<file path="src/logic/rcm_cfg.svh">
// Constants of the reset and clock source manager.
`ifndef RCM_CFG_SVH
`define RCM_CFG_SVH
`define RCM_DELAY_SHORT 13'd256
`define RCM_DELAY_LONG 13'd4096
`define RCM_FETCH_CYCLES 2'd2
`define RCM_VEC_LO_ADDR 16'hfffe
`define RCM_VEC_HI_ADDR 16'hffff
`define RCM_OUT_WIDTH_NS 1000
`define RCM_CLK_PERIOD_NS 50
`define RCM_OUT_WIDTH_CYC ((`RCM_OUT_WIDTH_NS + `RCM_CLK_PERIOD_NS - 1) / `RCM_CLK_PERIOD_NS)
`define RCM_SRC_EXT 3'h0
`define RCM_SRC_RC 3'h5
`endif

</file>
<file path="src/logic/rcm_pkg.sv">
// Types of the reset and clock source manager.
package rcm_pkg;
    typedef enum logic [1:0] {ST_ACTIVE, ST_DELAY, ST_FETCH, ST_RUN} rcm_phase_t;
    typedef struct packed {
        rcm_phase_t phase;
        logic [12:0] cnt;
        logic [7:0] width_cnt;
        logic rst_drive;
        logic pin_sync_a;
        logic pin_sync_b;
        logic clk_div;
        logic clk_out;
        logic vec_rd;
        logic [15:0] vec_addr;
        logic [7:0] vec_lo;
        logic [15:0] pc;
        logic cpu_run;
        logic osc_en;
        logic dbl_used;
    } rcm_state_t;
endpackage : rcm_pkg

</file>
<file path="src/logic/rcm_top.sv">
// Reset sequencer and clock source selection of the microcontroller.
//
// Behaviour
// - Doubler enabled with 2-4 MHz input: internal clock is twice the input.
// - Doubler disabled: internal clock is the selected oscillator divided by two.
// - Doubler set by one-time setting only; never used with the RC oscillator.
// - Main source picked by one-time setting: external, four resonators, or RC.
// - Resonators keep running while the device is in reset.
// - External pin, low-voltage detector and watchdog resets all act on the pin.
// - Reset pin is driven low throughout the stabilisation delay.
// - Reset routine address is fetched from FFFEh-FFFFh.
// - Each reset runs active phase, stabilisation delay, then vector fetch.
// - Stabilisation delay is 256 or 4096 CPU cycles, chosen by one-time setting.
// - Vector fetch takes exactly two clock cycles before execution starts.
// - Reset pin is open drain, driven only low, and sensed as input.
// - External low pulse is caught without a running clock.
// - A recognised external pulse is stretched to the minimum output reset width.
// - Watchdog underflow drives the pin low for the minimum output width.
// - Low-voltage reset holds the pin low while it is active.
`timescale 1ns/1ps
`include "rcm_cfg.svh"

module rcm_top
    import rcm_pkg::*;
#(
    parameter int OUT_WIDTH_CYC = `RCM_OUT_WIDTH_CYC
) (
    input wire logic CORE_CLK_I,
    input wire logic SRST_I,
    input wire logic [2:0] CLOCK_SOURCE_SELECT_I,
    input wire logic DOUBLER_OPT_I,
    input wire logic LONG_DELAY_OPT_I,
    input wire logic SELECTED_OSC_CLK_I,
    input wire logic DOUBLER_CLK_I,
    input wire logic RESET_PIN_I,
    input wire logic EXT_RESET_LATCH_I,
    input wire logic LOW_VOLTAGE_DETECTOR_I,
    input wire logic WATCHDOG_UNDERFLOW_I,
    input wire logic [7:0] VEC_DATA_I,
    output logic RESET_PIN_O,
    output logic RESET_PIN_OE_N_O,
    output logic DOUBLED_OR_HALVED_CLOCK_O,
    output logic DOUBLER_ACTIVE_O,
    output logic RESONATOR_EN_O,
    output logic VEC_RD_O,
    output logic [15:0] VEC_ADDR_O,
    output logic [15:0] START_PC_O,
    output logic CPU_RUN_O,
    output logic [1:0] PHASE_O
);

    rcm_state_t s_r;
    rcm_state_t s_nxt;
    logic ext_req;
    logic src_active;
    logic [12:0] delay_len;

    // The pin is sensed through two flops; only the second is looked at.
    // EXT_RESET_LATCH_I comes from an asynchronous pad latch that needs no clock.
    assign ext_req = ~s_r.pin_sync_b | EXT_RESET_LATCH_I;
    assign src_active = ext_req | LOW_VOLTAGE_DETECTOR_I | WATCHDOG_UNDERFLOW_I;
    assign delay_len = LONG_DELAY_OPT_I ? `RCM_DELAY_LONG : `RCM_DELAY_SHORT;

    // Codes one to four pick a resonator; external, RC and unused codes do not.
    function automatic logic is_resonator(input logic [2:0] sel);
        return (sel != `RCM_SRC_EXT) && (sel != `RCM_SRC_RC) && (sel <= 3'h4);
    endfunction : is_resonator

    always_comb begin
        s_nxt = s_r;
        // Our own low drive is masked so that it cannot re-trigger the sequence.
        s_nxt.pin_sync_a = RESET_PIN_I | s_r.rst_drive;
        s_nxt.pin_sync_b = s_r.pin_sync_a;
        s_nxt.vec_rd = 1'b0;
        // Resonators stay on in every phase, reset included.
        s_nxt.osc_en = is_resonator(CLOCK_SOURCE_SELECT_I);
        // The doubler never runs with the RC source.
        s_nxt.dbl_used = DOUBLER_OPT_I && (CLOCK_SOURCE_SELECT_I != `RCM_SRC_RC);
        if (s_r.dbl_used) begin
            s_nxt.clk_out = DOUBLER_CLK_I;
        end else begin
            if (SELECTED_OSC_CLK_I && !s_r.clk_div) begin
                s_nxt.clk_out = ~s_r.clk_out;
            end
        end
        s_nxt.clk_div = SELECTED_OSC_CLK_I;
        if (s_r.width_cnt != 8'h00) begin
            s_nxt.width_cnt = s_r.width_cnt - 8'h01;
        end
        if (ext_req || WATCHDOG_UNDERFLOW_I) begin
            s_nxt.width_cnt = 8'(OUT_WIDTH_CYC);
        end
        unique case (s_r.phase)
            ST_ACTIVE: begin
                s_nxt.rst_drive = 1'b1;
                s_nxt.cnt = 13'h0000;
                if (!src_active && s_r.width_cnt == 8'h00) begin
                    s_nxt.phase = ST_DELAY;
                end
            end
            ST_DELAY: begin
                s_nxt.rst_drive = 1'b1;
                s_nxt.cnt = s_r.cnt + 13'h0001;
                if (s_r.cnt == delay_len - 13'h0001) begin
                    s_nxt.phase = ST_FETCH;
                    s_nxt.cnt = 13'h0000;
                    s_nxt.rst_drive = 1'b0;
                    s_nxt.vec_rd = 1'b1;
                    s_nxt.vec_addr = `RCM_VEC_LO_ADDR;
                end
            end
            ST_FETCH: begin
                s_nxt.rst_drive = 1'b0;
                s_nxt.cnt = s_r.cnt + 13'h0001;
                if (s_r.cnt == 13'h0000) begin
                    s_nxt.vec_lo = VEC_DATA_I;
                    s_nxt.vec_rd = 1'b1;
                    s_nxt.vec_addr = `RCM_VEC_HI_ADDR;
                end else begin
                    s_nxt.pc = {s_r.vec_lo, VEC_DATA_I};
                    s_nxt.phase = ST_RUN;
                    s_nxt.cpu_run = 1'b1;
                end
            end
            ST_RUN: begin
                s_nxt.rst_drive = 1'b0;
            end
        endcase
        if (src_active) begin
            s_nxt.phase = ST_ACTIVE;
            s_nxt.rst_drive = 1'b1;
            s_nxt.cpu_run = 1'b0;
            s_nxt.vec_rd = 1'b0;
        end
    end

    always_ff @(posedge CORE_CLK_I) begin
        if (SRST_I) begin
            s_r <= '{phase: ST_ACTIVE, rst_drive: 1'b1, pin_sync_a: 1'b1, pin_sync_b: 1'b1,
                     osc_en: 1'b1, default: '0};
        end else begin
            s_r <= s_nxt;
        end
    end

    assign RESET_PIN_O = 1'b0;
    // Open drain: enable is active low, so driving low means enable at zero.
    assign RESET_PIN_OE_N_O = ~s_r.rst_drive;
    assign DOUBLED_OR_HALVED_CLOCK_O = s_r.clk_out;
    assign DOUBLER_ACTIVE_O = s_r.dbl_used;
    assign RESONATOR_EN_O = s_r.osc_en;
    assign VEC_RD_O = s_r.vec_rd;
    assign VEC_ADDR_O = s_r.vec_addr;
    assign START_PC_O = s_r.pc;
    assign CPU_RUN_O = s_r.cpu_run;
    assign PHASE_O = s_r.phase;

    int unsigned low_cnt;
    always_ff @(posedge CORE_CLK_I) begin
        if (SRST_I || s_r.rst_drive == 1'b0) begin
            low_cnt <= 0;
        end else if (low_cnt < 10000) begin
            low_cnt <= low_cnt + 1;
        end
    end

    AST_DELAY_DRIVES: assert property (@(posedge CORE_CLK_I) disable iff (SRST_I)
        s_r.phase == ST_DELAY |-> !RESET_PIN_OE_N_O)
        else $error("Reset pin released during delay.");
    AST_FETCH_TWO: assert property (@(posedge CORE_CLK_I) disable iff (SRST_I)
        ($rose(s_r.phase == ST_FETCH) && !src_active) ##1 !src_active |=> s_r.phase == ST_RUN)
        else $error("Fetch did not take two cycles.");
    AST_VEC_LO: assert property (@(posedge CORE_CLK_I) disable iff (SRST_I)
        $rose(s_r.phase == ST_FETCH) |-> VEC_RD_O && VEC_ADDR_O == 16'hfffe)
        else $error("Low vector address wrong.");
    AST_VEC_HI: assert property (@(posedge CORE_CLK_I) disable iff (SRST_I)
        s_r.phase == ST_FETCH && s_r.cnt == 13'h0001 |-> VEC_ADDR_O == 16'hffff)
        else $error("High vector address wrong.");
    AST_SRC_ACTS: assert property (@(posedge CORE_CLK_I) disable iff (SRST_I)
        (LOW_VOLTAGE_DETECTOR_I || WATCHDOG_UNDERFLOW_I) |=> !RESET_PIN_OE_N_O && !CPU_RUN_O)
        else $error("Reset source did not reach the pin.");
    AST_LVD_HOLD: assert property (@(posedge CORE_CLK_I) disable iff (SRST_I)
        LOW_VOLTAGE_DETECTOR_I [*2] |-> s_r.phase == ST_ACTIVE)
        else $error("Low-voltage reset left active phase.");
    AST_NO_EARLY: assert property (@(posedge CORE_CLK_I) disable iff (SRST_I)
        s_r.phase == ST_ACTIVE && src_active |=> s_r.phase == ST_ACTIVE)
        else $error("Delay began with a source active.");
    AST_DELAY_LEN: assert property (@(posedge CORE_CLK_I) disable iff (SRST_I)
        $rose(s_r.phase == ST_FETCH) |-> low_cnt >= 256)
        else $error("Delay shorter than 256 cycles.");
    AST_WIDTH: assert property (@(posedge CORE_CLK_I) disable iff (SRST_I)
        WATCHDOG_UNDERFLOW_I |=> s_r.width_cnt == 8'(OUT_WIDTH_CYC))
        else $error("Output width not loaded.");
    AST_RC_NO_DBL: assert property (@(posedge CORE_CLK_I) disable iff (SRST_I)
        $past(CLOCK_SOURCE_SELECT_I) == 3'h5 |-> !DOUBLER_ACTIVE_O)
        else $error("Doubler used with RC source.");

    COV_RUN: cover property (@(posedge CORE_CLK_I) disable iff (SRST_I) $rose(CPU_RUN_O));
    COV_WDG: cover property (@(posedge CORE_CLK_I) disable iff (SRST_I)
        WATCHDOG_UNDERFLOW_I && CPU_RUN_O);
    COV_EXT: cover property (@(posedge CORE_CLK_I) disable iff (SRST_I)
        !RESET_PIN_I && s_r.phase == ST_RUN);
    COV_LONG: cover property (@(posedge CORE_CLK_I) disable iff (SRST_I)
        $rose(s_r.phase == ST_FETCH) && LONG_DELAY_OPT_I);
    COV_DBL: cover property (@(posedge CORE_CLK_I) disable iff (SRST_I)
        DOUBLER_ACTIVE_O && CPU_RUN_O);

    // Clock path checks.

    AST_HALVE_TOGGLE: assert property (@(posedge CORE_CLK_I) disable iff (SRST_I)
        !s_r.dbl_used && SELECTED_OSC_CLK_I && !s_r.clk_div |=>
        DOUBLED_OR_HALVED_CLOCK_O == !$past(DOUBLED_OR_HALVED_CLOCK_O))
        else $error("Halved clock did not toggle.");

    AST_HALVE_HOLD: assert property (@(posedge CORE_CLK_I) disable iff (SRST_I)
        !s_r.dbl_used && !(SELECTED_OSC_CLK_I && !s_r.clk_div) |=>
        $stable(DOUBLED_OR_HALVED_CLOCK_O))
        else $error("Halved clock changed between oscillator edges.");

    AST_DBL_FOLLOW: assert property (@(posedge CORE_CLK_I) disable iff (SRST_I)
        s_r.dbl_used |=> DOUBLED_OR_HALVED_CLOCK_O == $past(DOUBLER_CLK_I))
        else $error("Doubled clock not passed on.");

    AST_DBL_OPT: assert property (@(posedge CORE_CLK_I) disable iff (SRST_I)
        !DOUBLER_OPT_I |=> !DOUBLER_ACTIVE_O)
        else $error("Doubler active without its setting.");

    AST_RES_EN: assert property (@(posedge CORE_CLK_I) disable iff (SRST_I)
        1'b1 |=> RESONATOR_EN_O == is_resonator($past(CLOCK_SOURCE_SELECT_I)))
        else $error("Resonator enable does not match the source.");

    AST_RES_IN_RESET: assert property (@(posedge CORE_CLK_I) disable iff (SRST_I)
        is_resonator(CLOCK_SOURCE_SELECT_I) && src_active |=> RESONATOR_EN_O)
        else $error("Resonator stopped during reset.");

    AST_OSC_EXT_OFF: assert property (@(posedge CORE_CLK_I) disable iff (SRST_I)
        CLOCK_SOURCE_SELECT_I == `RCM_SRC_EXT |=> !RESONATOR_EN_O)
        else $error("Resonator enabled with external clock.");

    // Reset pin and source checks.

    AST_PIN_SENSED: assert property (@(posedge CORE_CLK_I) disable iff (SRST_I)
        !s_r.pin_sync_b |=> s_r.phase == ST_ACTIVE)
        else $error("Low reset pin not sensed.");

    AST_LATCH: assert property (@(posedge CORE_CLK_I) disable iff (SRST_I)
        EXT_RESET_LATCH_I |=> s_r.phase == ST_ACTIVE && !RESET_PIN_OE_N_O)
        else $error("Latched pulse did not start a reset.");

    AST_EXT_WIDTH: assert property (@(posedge CORE_CLK_I) disable iff (SRST_I)
        EXT_RESET_LATCH_I |=> s_r.width_cnt == 8'(OUT_WIDTH_CYC))
        else $error("External pulse not stretched.");

    AST_STRETCH: assert property (@(posedge CORE_CLK_I) disable iff (SRST_I)
        s_r.width_cnt != 8'h00 |-> s_r.phase == ST_ACTIVE && !RESET_PIN_OE_N_O)
        else $error("Pin released before minimum width.");

    AST_WIDTH_DOWN: assert property (@(posedge CORE_CLK_I) disable iff (SRST_I)
        s_r.width_cnt != 8'h00 && !ext_req && !WATCHDOG_UNDERFLOW_I |=>
        s_r.width_cnt == $past(s_r.width_cnt) - 8'h01)
        else $error("Width counter did not count down.");

    AST_LVD_PIN: assert property (@(posedge CORE_CLK_I) disable iff (SRST_I)
        LOW_VOLTAGE_DETECTOR_I |=> !RESET_PIN_OE_N_O)
        else $error("Low-voltage reset did not hold the pin.");

    AST_RUN_NO_DRIVE: assert property (@(posedge CORE_CLK_I) disable iff (SRST_I)
        CPU_RUN_O |-> RESET_PIN_OE_N_O)
        else $error("Pin driven while running.");

    // Sequence checks.

    AST_ACTIVE_TO_DELAY: assert property (@(posedge CORE_CLK_I) disable iff (SRST_I)
        s_r.phase == ST_ACTIVE ##1 s_r.phase != ST_ACTIVE |-> s_r.phase == ST_DELAY)
        else $error("Active phase not followed by delay.");

    AST_DELAY_TO_FETCH: assert property (@(posedge CORE_CLK_I) disable iff (SRST_I)
        s_r.phase == ST_DELAY ##1 s_r.phase != ST_DELAY |->
        s_r.phase inside {ST_FETCH, ST_ACTIVE})
        else $error("Delay not followed by fetch.");

    AST_VRD_ONLY_FETCH: assert property (@(posedge CORE_CLK_I) disable iff (SRST_I)
        VEC_RD_O |-> s_r.phase == ST_FETCH)
        else $error("Vector read outside fetch.");

    AST_DELAY_FROM_ZERO: assert property (@(posedge CORE_CLK_I) disable iff (SRST_I)
        $rose(s_r.phase == ST_DELAY) |-> s_r.cnt == 13'h0000)
        else $error("Delay count did not start at zero.");

    AST_DELAY_CAP: assert property (@(posedge CORE_CLK_I) disable iff (SRST_I)
        s_r.phase == ST_DELAY |-> s_r.cnt < delay_len)
        else $error("Delay count beyond its length.");

    AST_DELAY_LONG: assert property (@(posedge CORE_CLK_I) disable iff (SRST_I)
        LONG_DELAY_OPT_I && $rose(s_r.phase == ST_FETCH) |-> low_cnt >= 4096)
        else $error("Long delay shorter than 4096 cycles.");

    AST_FETCH_REL: assert property (@(posedge CORE_CLK_I) disable iff (SRST_I)
        s_r.phase == ST_FETCH |-> RESET_PIN_OE_N_O)
        else $error("Pin still driven during fetch.");

    AST_RUN_AFTER_FETCH: assert property (@(posedge CORE_CLK_I) disable iff (SRST_I)
        s_r.phase == ST_FETCH && s_r.cnt == 13'h0001 && !src_active |=> CPU_RUN_O)
        else $error("Execution did not start after fetch.");

    AST_RUN_PC: assert property (@(posedge CORE_CLK_I) disable iff (SRST_I)
        $rose(CPU_RUN_O) |-> s_r.phase == ST_RUN && $past(s_r.phase) == ST_FETCH)
        else $error("Run began without a fetch.");

    AST_PC_HOLD: assert property (@(posedge CORE_CLK_I) disable iff (SRST_I)
        CPU_RUN_O && !src_active |=> $stable(START_PC_O))
        else $error("Start address changed while running.");

endmodule : rcm_top

</file>
<file path="config.mk">
export PLATFORM = sky130hd
export DESIGN_NAME = rcm_top
export DESIGN_NICKNAME = d
export VERILOG_FILES = /design/src/logic/rcm_pkg.sv /design/src/logic/rcm_top.sv
export VERILOG_INCLUDE_DIRS = /design/src /design/src/logic
export SDC_FILE = /design/constraint.sdc
export NUM_CORES = 1
export LEC_CHECK = 0
export BUFFER_PORTS_ARGS = -buffer_cell sky130_fd_sc_hd__buf_2
export CORE_ASPECT_RATIO = 0.5
export CORE_MARGIN = 2
export CORE_UTILIZATION = 45
export DETAILED_ROUTE_END_ITERATION = 16
export PLACE_DENSITY = 0.68
export SLEW_MARGIN = 10
export SYNTH_ARGS = -nofsm -noshare
export SYNTH_HDL_FRONTEND = slang
export SYNTH_SLANG_ARGS = --single-unit
</file>
<file path="constraint.sdc">
create_clock -name CORE_CLK_I -period 3.5 [get_ports CORE_CLK_I]
set_clock_uncertainty 0.1 [all_clocks]
set_input_delay 0.175 -clock CORE_CLK_I [delete_from_list [all_inputs] [get_ports CORE_CLK_I]]
set_output_delay 0.175 -clock CORE_CLK_I [all_outputs]
set_load 0.01 [all_outputs]
</file>
==> flow_summary.ini <==
[status]
status = finished clean

[hold_path]
min_from = VEC_DATA_I[3]
hp-class = primary input to register

[sta]
fmax_mhz = 387.8
setup_ws_ns = 0.9215
final.min_clock_period_ns = 2.578
setup_viol = 0
slew_violations = 0
finalHoldViolCount = 0
max_slew_margin = 0.4350
setup_tns_ns = 0
rsz0062_at_grt = false
worstMarginPinSlew_ns = 0.8475
finalCritPeriodShare = 0.7367

[floorplanning]
fp.coreArea_mm2 = 0.006056
die_w_um = 115.8
std_cell_rows = 20
initial_core_util = 0.4640
die_height_um = 59.88
ios = 62
dieArea_mm2 = 0.006931

[flow_run]
drv_cap = 0

[power_and_ir_drop]
p_sw_w = 0.0003370
p_clk_frac = 0.551
powerDensity_mw_per_mm2 = 504.7
p_sw_frac = 0.2001
ir_worst_vdd_mv = 0.2588
intPower_w = 0.001347
combPwrFrac = 0.048
leakage_nw = 1.442
seq_power_share = 0.402

[synth]
synth_area_leaders = dfxtp_1 41%, mux2i_1 9.6%, buf_4 9.3%
synth_top_cell_by_area = dfxtp_1
syn_nets = 337
synth_edf_count = 0
ys_ff_latch = 58
synth.top_cell.area_share = 0.4132
synth_commonest_cells = 58 x dfxtp_1, 40 x nor2_1, 35 x buf_4, 27 x mux2i_1, 15 x inv_1
synth_cells = 308
yosysMostFrequentCell = dfxtp_1
yosysSeqAreaShare = 0.4132
postSynthAreaPerCell_um2 = 9.124
ys_warn_count = 0
ys_types = 51
synthArstFlopShare = 0
synthFlopType = dfxtp_1
synth.cell_area_mm2 = 0.002810

[detailed_routing]
drt_first_pass_iters = 5
drt-initial-drc-count = 109
routed_wirelength_um = 5669
drc = 0
routed_via_density = 5.126
ant_nets = 0
vias = 2230
routedWlPerCell_um = 13.03

[setup_path]
crit_arrival_ns = 2.70
endpoint = s_r[60]
max_stage_delay_ns = 0.62
worstPathCellList = inv_1, ha_1, nor3b_1, o31a_1, a21oi_1, a211oi_1
critPathMaxFanout = 9
critPathLaunch = PHASE_O[0]
start_kind = register
required_ns = 3.62
worstRegToRegCells = 6
worst-setup-path-type = register to register
rr_startpoint = PHASE_O[0]
r2r_setup_slack_ns = 0.92
worstReg2RegEnd = s_r[60]
endpoint_kind = register
cp_slowest_cell = nor3b_1

[clocking]
clock-sinks = 58
root_buffer = clkbuf_16
cts_buffers = 9
clockBufferDepth = 2
clk_latency_ns = 0.32
htreeDepth = 3
cts.clk_slew.worst_paths_ns = 0.05
ctsResizeCount = 0
cts_tree = built

[finish]
fill_cells = 555
area_growth_pct = 18.70
multi_input_area_mm2 = 0.001291
register_area_mm2 = 0.001161
design.final.nets = 372
layout-drive-gt1-share = 0.2507
diodes = 0
post-route-util = 0.5508

[placement]
pre_cts_slack_ns = 1.004
dp_hpwl_um = 3773
place_congestion = 0.8283
port_buffers = 60

[global_routing]
grt_max_degree = 49
grt_antenna_before_repair = 0
grt_pass1_vias = 1959
overflow = 0
track_usage = 0.1722
grt_pass1_wl_um = 9052
layout by cell type (no fill, tap or decap), drive strengths merged, types with 2 or more instances in the layout:
master / netlist / layout
dfxtp: 58 / 58
or4: 6 / 6
nor2b: 2 / 2
inv: 15 / 15
or2: 3 / 3
nor3b: 2 / 2
xnor2: 7 / 7
a31oi: 4 / 4
and3: 3 / 3
o31ai: 5 / 5
nand2: 12 / 12
nand4: 2 / 2
a21oi: 14 / 14
a21o: 2 / 2
dlygate4sd3: 0 / 9
clkbuf: 7 / 11
buf: 39 / 61
ha: 8 / 8
mux2i: 27 / 27
a211oi: 2 / 2
or3: 7 / 7
bufinv: 0 / 2
nor2: 40 / 40
o21ai: 2 / 2
nor3: 6 / 6
nand3b: 3 / 3
o211a: 2 / 2
nand3: 11 / 11
routing by layer:
layer	part of all wire	up-vias	global-route usage
met5	0	-	0
met4	0.0081	0	0.08673
met3	0.050	6	0.05274
met2	0.49	71	0.2966
met1	0.45	1048	0.1985
li1	-	1105	-
metrics by stage:
stage / hold slack, ns / total power [W] / cells / area [µm²]
finish: 0.01609 / 0.001684 / 435 / 3336
global route: 0.02371 / 0.001740 / 435 / 3336
CTS: 0.001730 / 0.001708 / 435 / 3336
detailed placement: 0.2833 / 0.0007622 / 411 / 2927
global placement: 0.2593 / 0.0007598 / 411 / 2927
floorplan: 0.1773 / 0.0007388 / 308 / 2810
cell families (layout without fill, tap and decap cells):
kind of cell,count (synthesis),in the layout,synth area share
AOI/OAI and AO/OA,42,42,0.1104
buffers and inverters,61,100,0.1300
other,1,1,0.001334
adders and majority gates,8,8,0.03562
muxes,28,28,0.1002
DFF,58,58,0.4132
xor gates and xnor gates,8,8,0.02493
and+or+nand+nor,102,102,0.1843
registers in the layout (all words and copies together), names as in the netlist:
register                   cells
PHASE_O                        2
RESONATOR_EN_O                 1
CPU_RUN_O                      1
s_nxt                          1
VEC_RD_O                       1
s_r                           32
DOUBLER_ACTIVE_O               1
START_PC_O                    16
VEC_ADDR_O                     2
DOUBLED_OR_HALVED_CLOCK_O      1
area by class of cell:
class | instances | area share
multi-input cells | 189 | 0.3871
flip-flops and latches | 58 | 0.3481
repair buffers | 70 | 0.1193
clock buffers | 11 | 0.07277
well taps | 88 | 0.03301
clock inverters | 4 | 0.02288
inverters | 15 | 0.01688
how the worst min path moves through the flow:
stage | endpoint | slack, ns | cells past startpoint
after floorplan | s_nxt[46] | 0.18 | 1
after global placement | s_nxt[46] | 0.26 | 2
after detailed placement | s_nxt[46] | 0.28 | 2
after CTS | START_PC_O[3] | 0.002 | 3
after global routing | START_PC_O[3] | 0.02 | 3
final | START_PC_O[3] | 0.02 | 3
power groups by stage:
stage | Clock [W] | Sequential [W] | Combinational, W
finish | 0.000927 | 0.000676 | 0.0000802
CTS | 0.000951 | 0.000676 | 0.0000810
detailed placement | 0 | 0.000690 | 0.0000726
floorplan | 0 | 0.000690 | 0.0000492
global placement | 0 | 0.000689 | 0.0000708
global route | 0.000973 | 0.000676 | 0.0000899
what timing repair did:
| item | in CTS | in global routing |
|---|---|---|
| hold endpoints to repair | 11 | 0 |
| hold buffers | 9 | 0 |
| setup buffers | 0 | 0 |
critical path, delay by kind of cell, from the launching register on:
family / cells / cell delay, ns
compound gates: 3 / 0.86
fa+ha+maj: 1 / 0.38
simple gates: 1 / 0.62
buf+inv: 1 / 0.10
flops: 1 / 0.42
(Power assumes the default switching activity.)
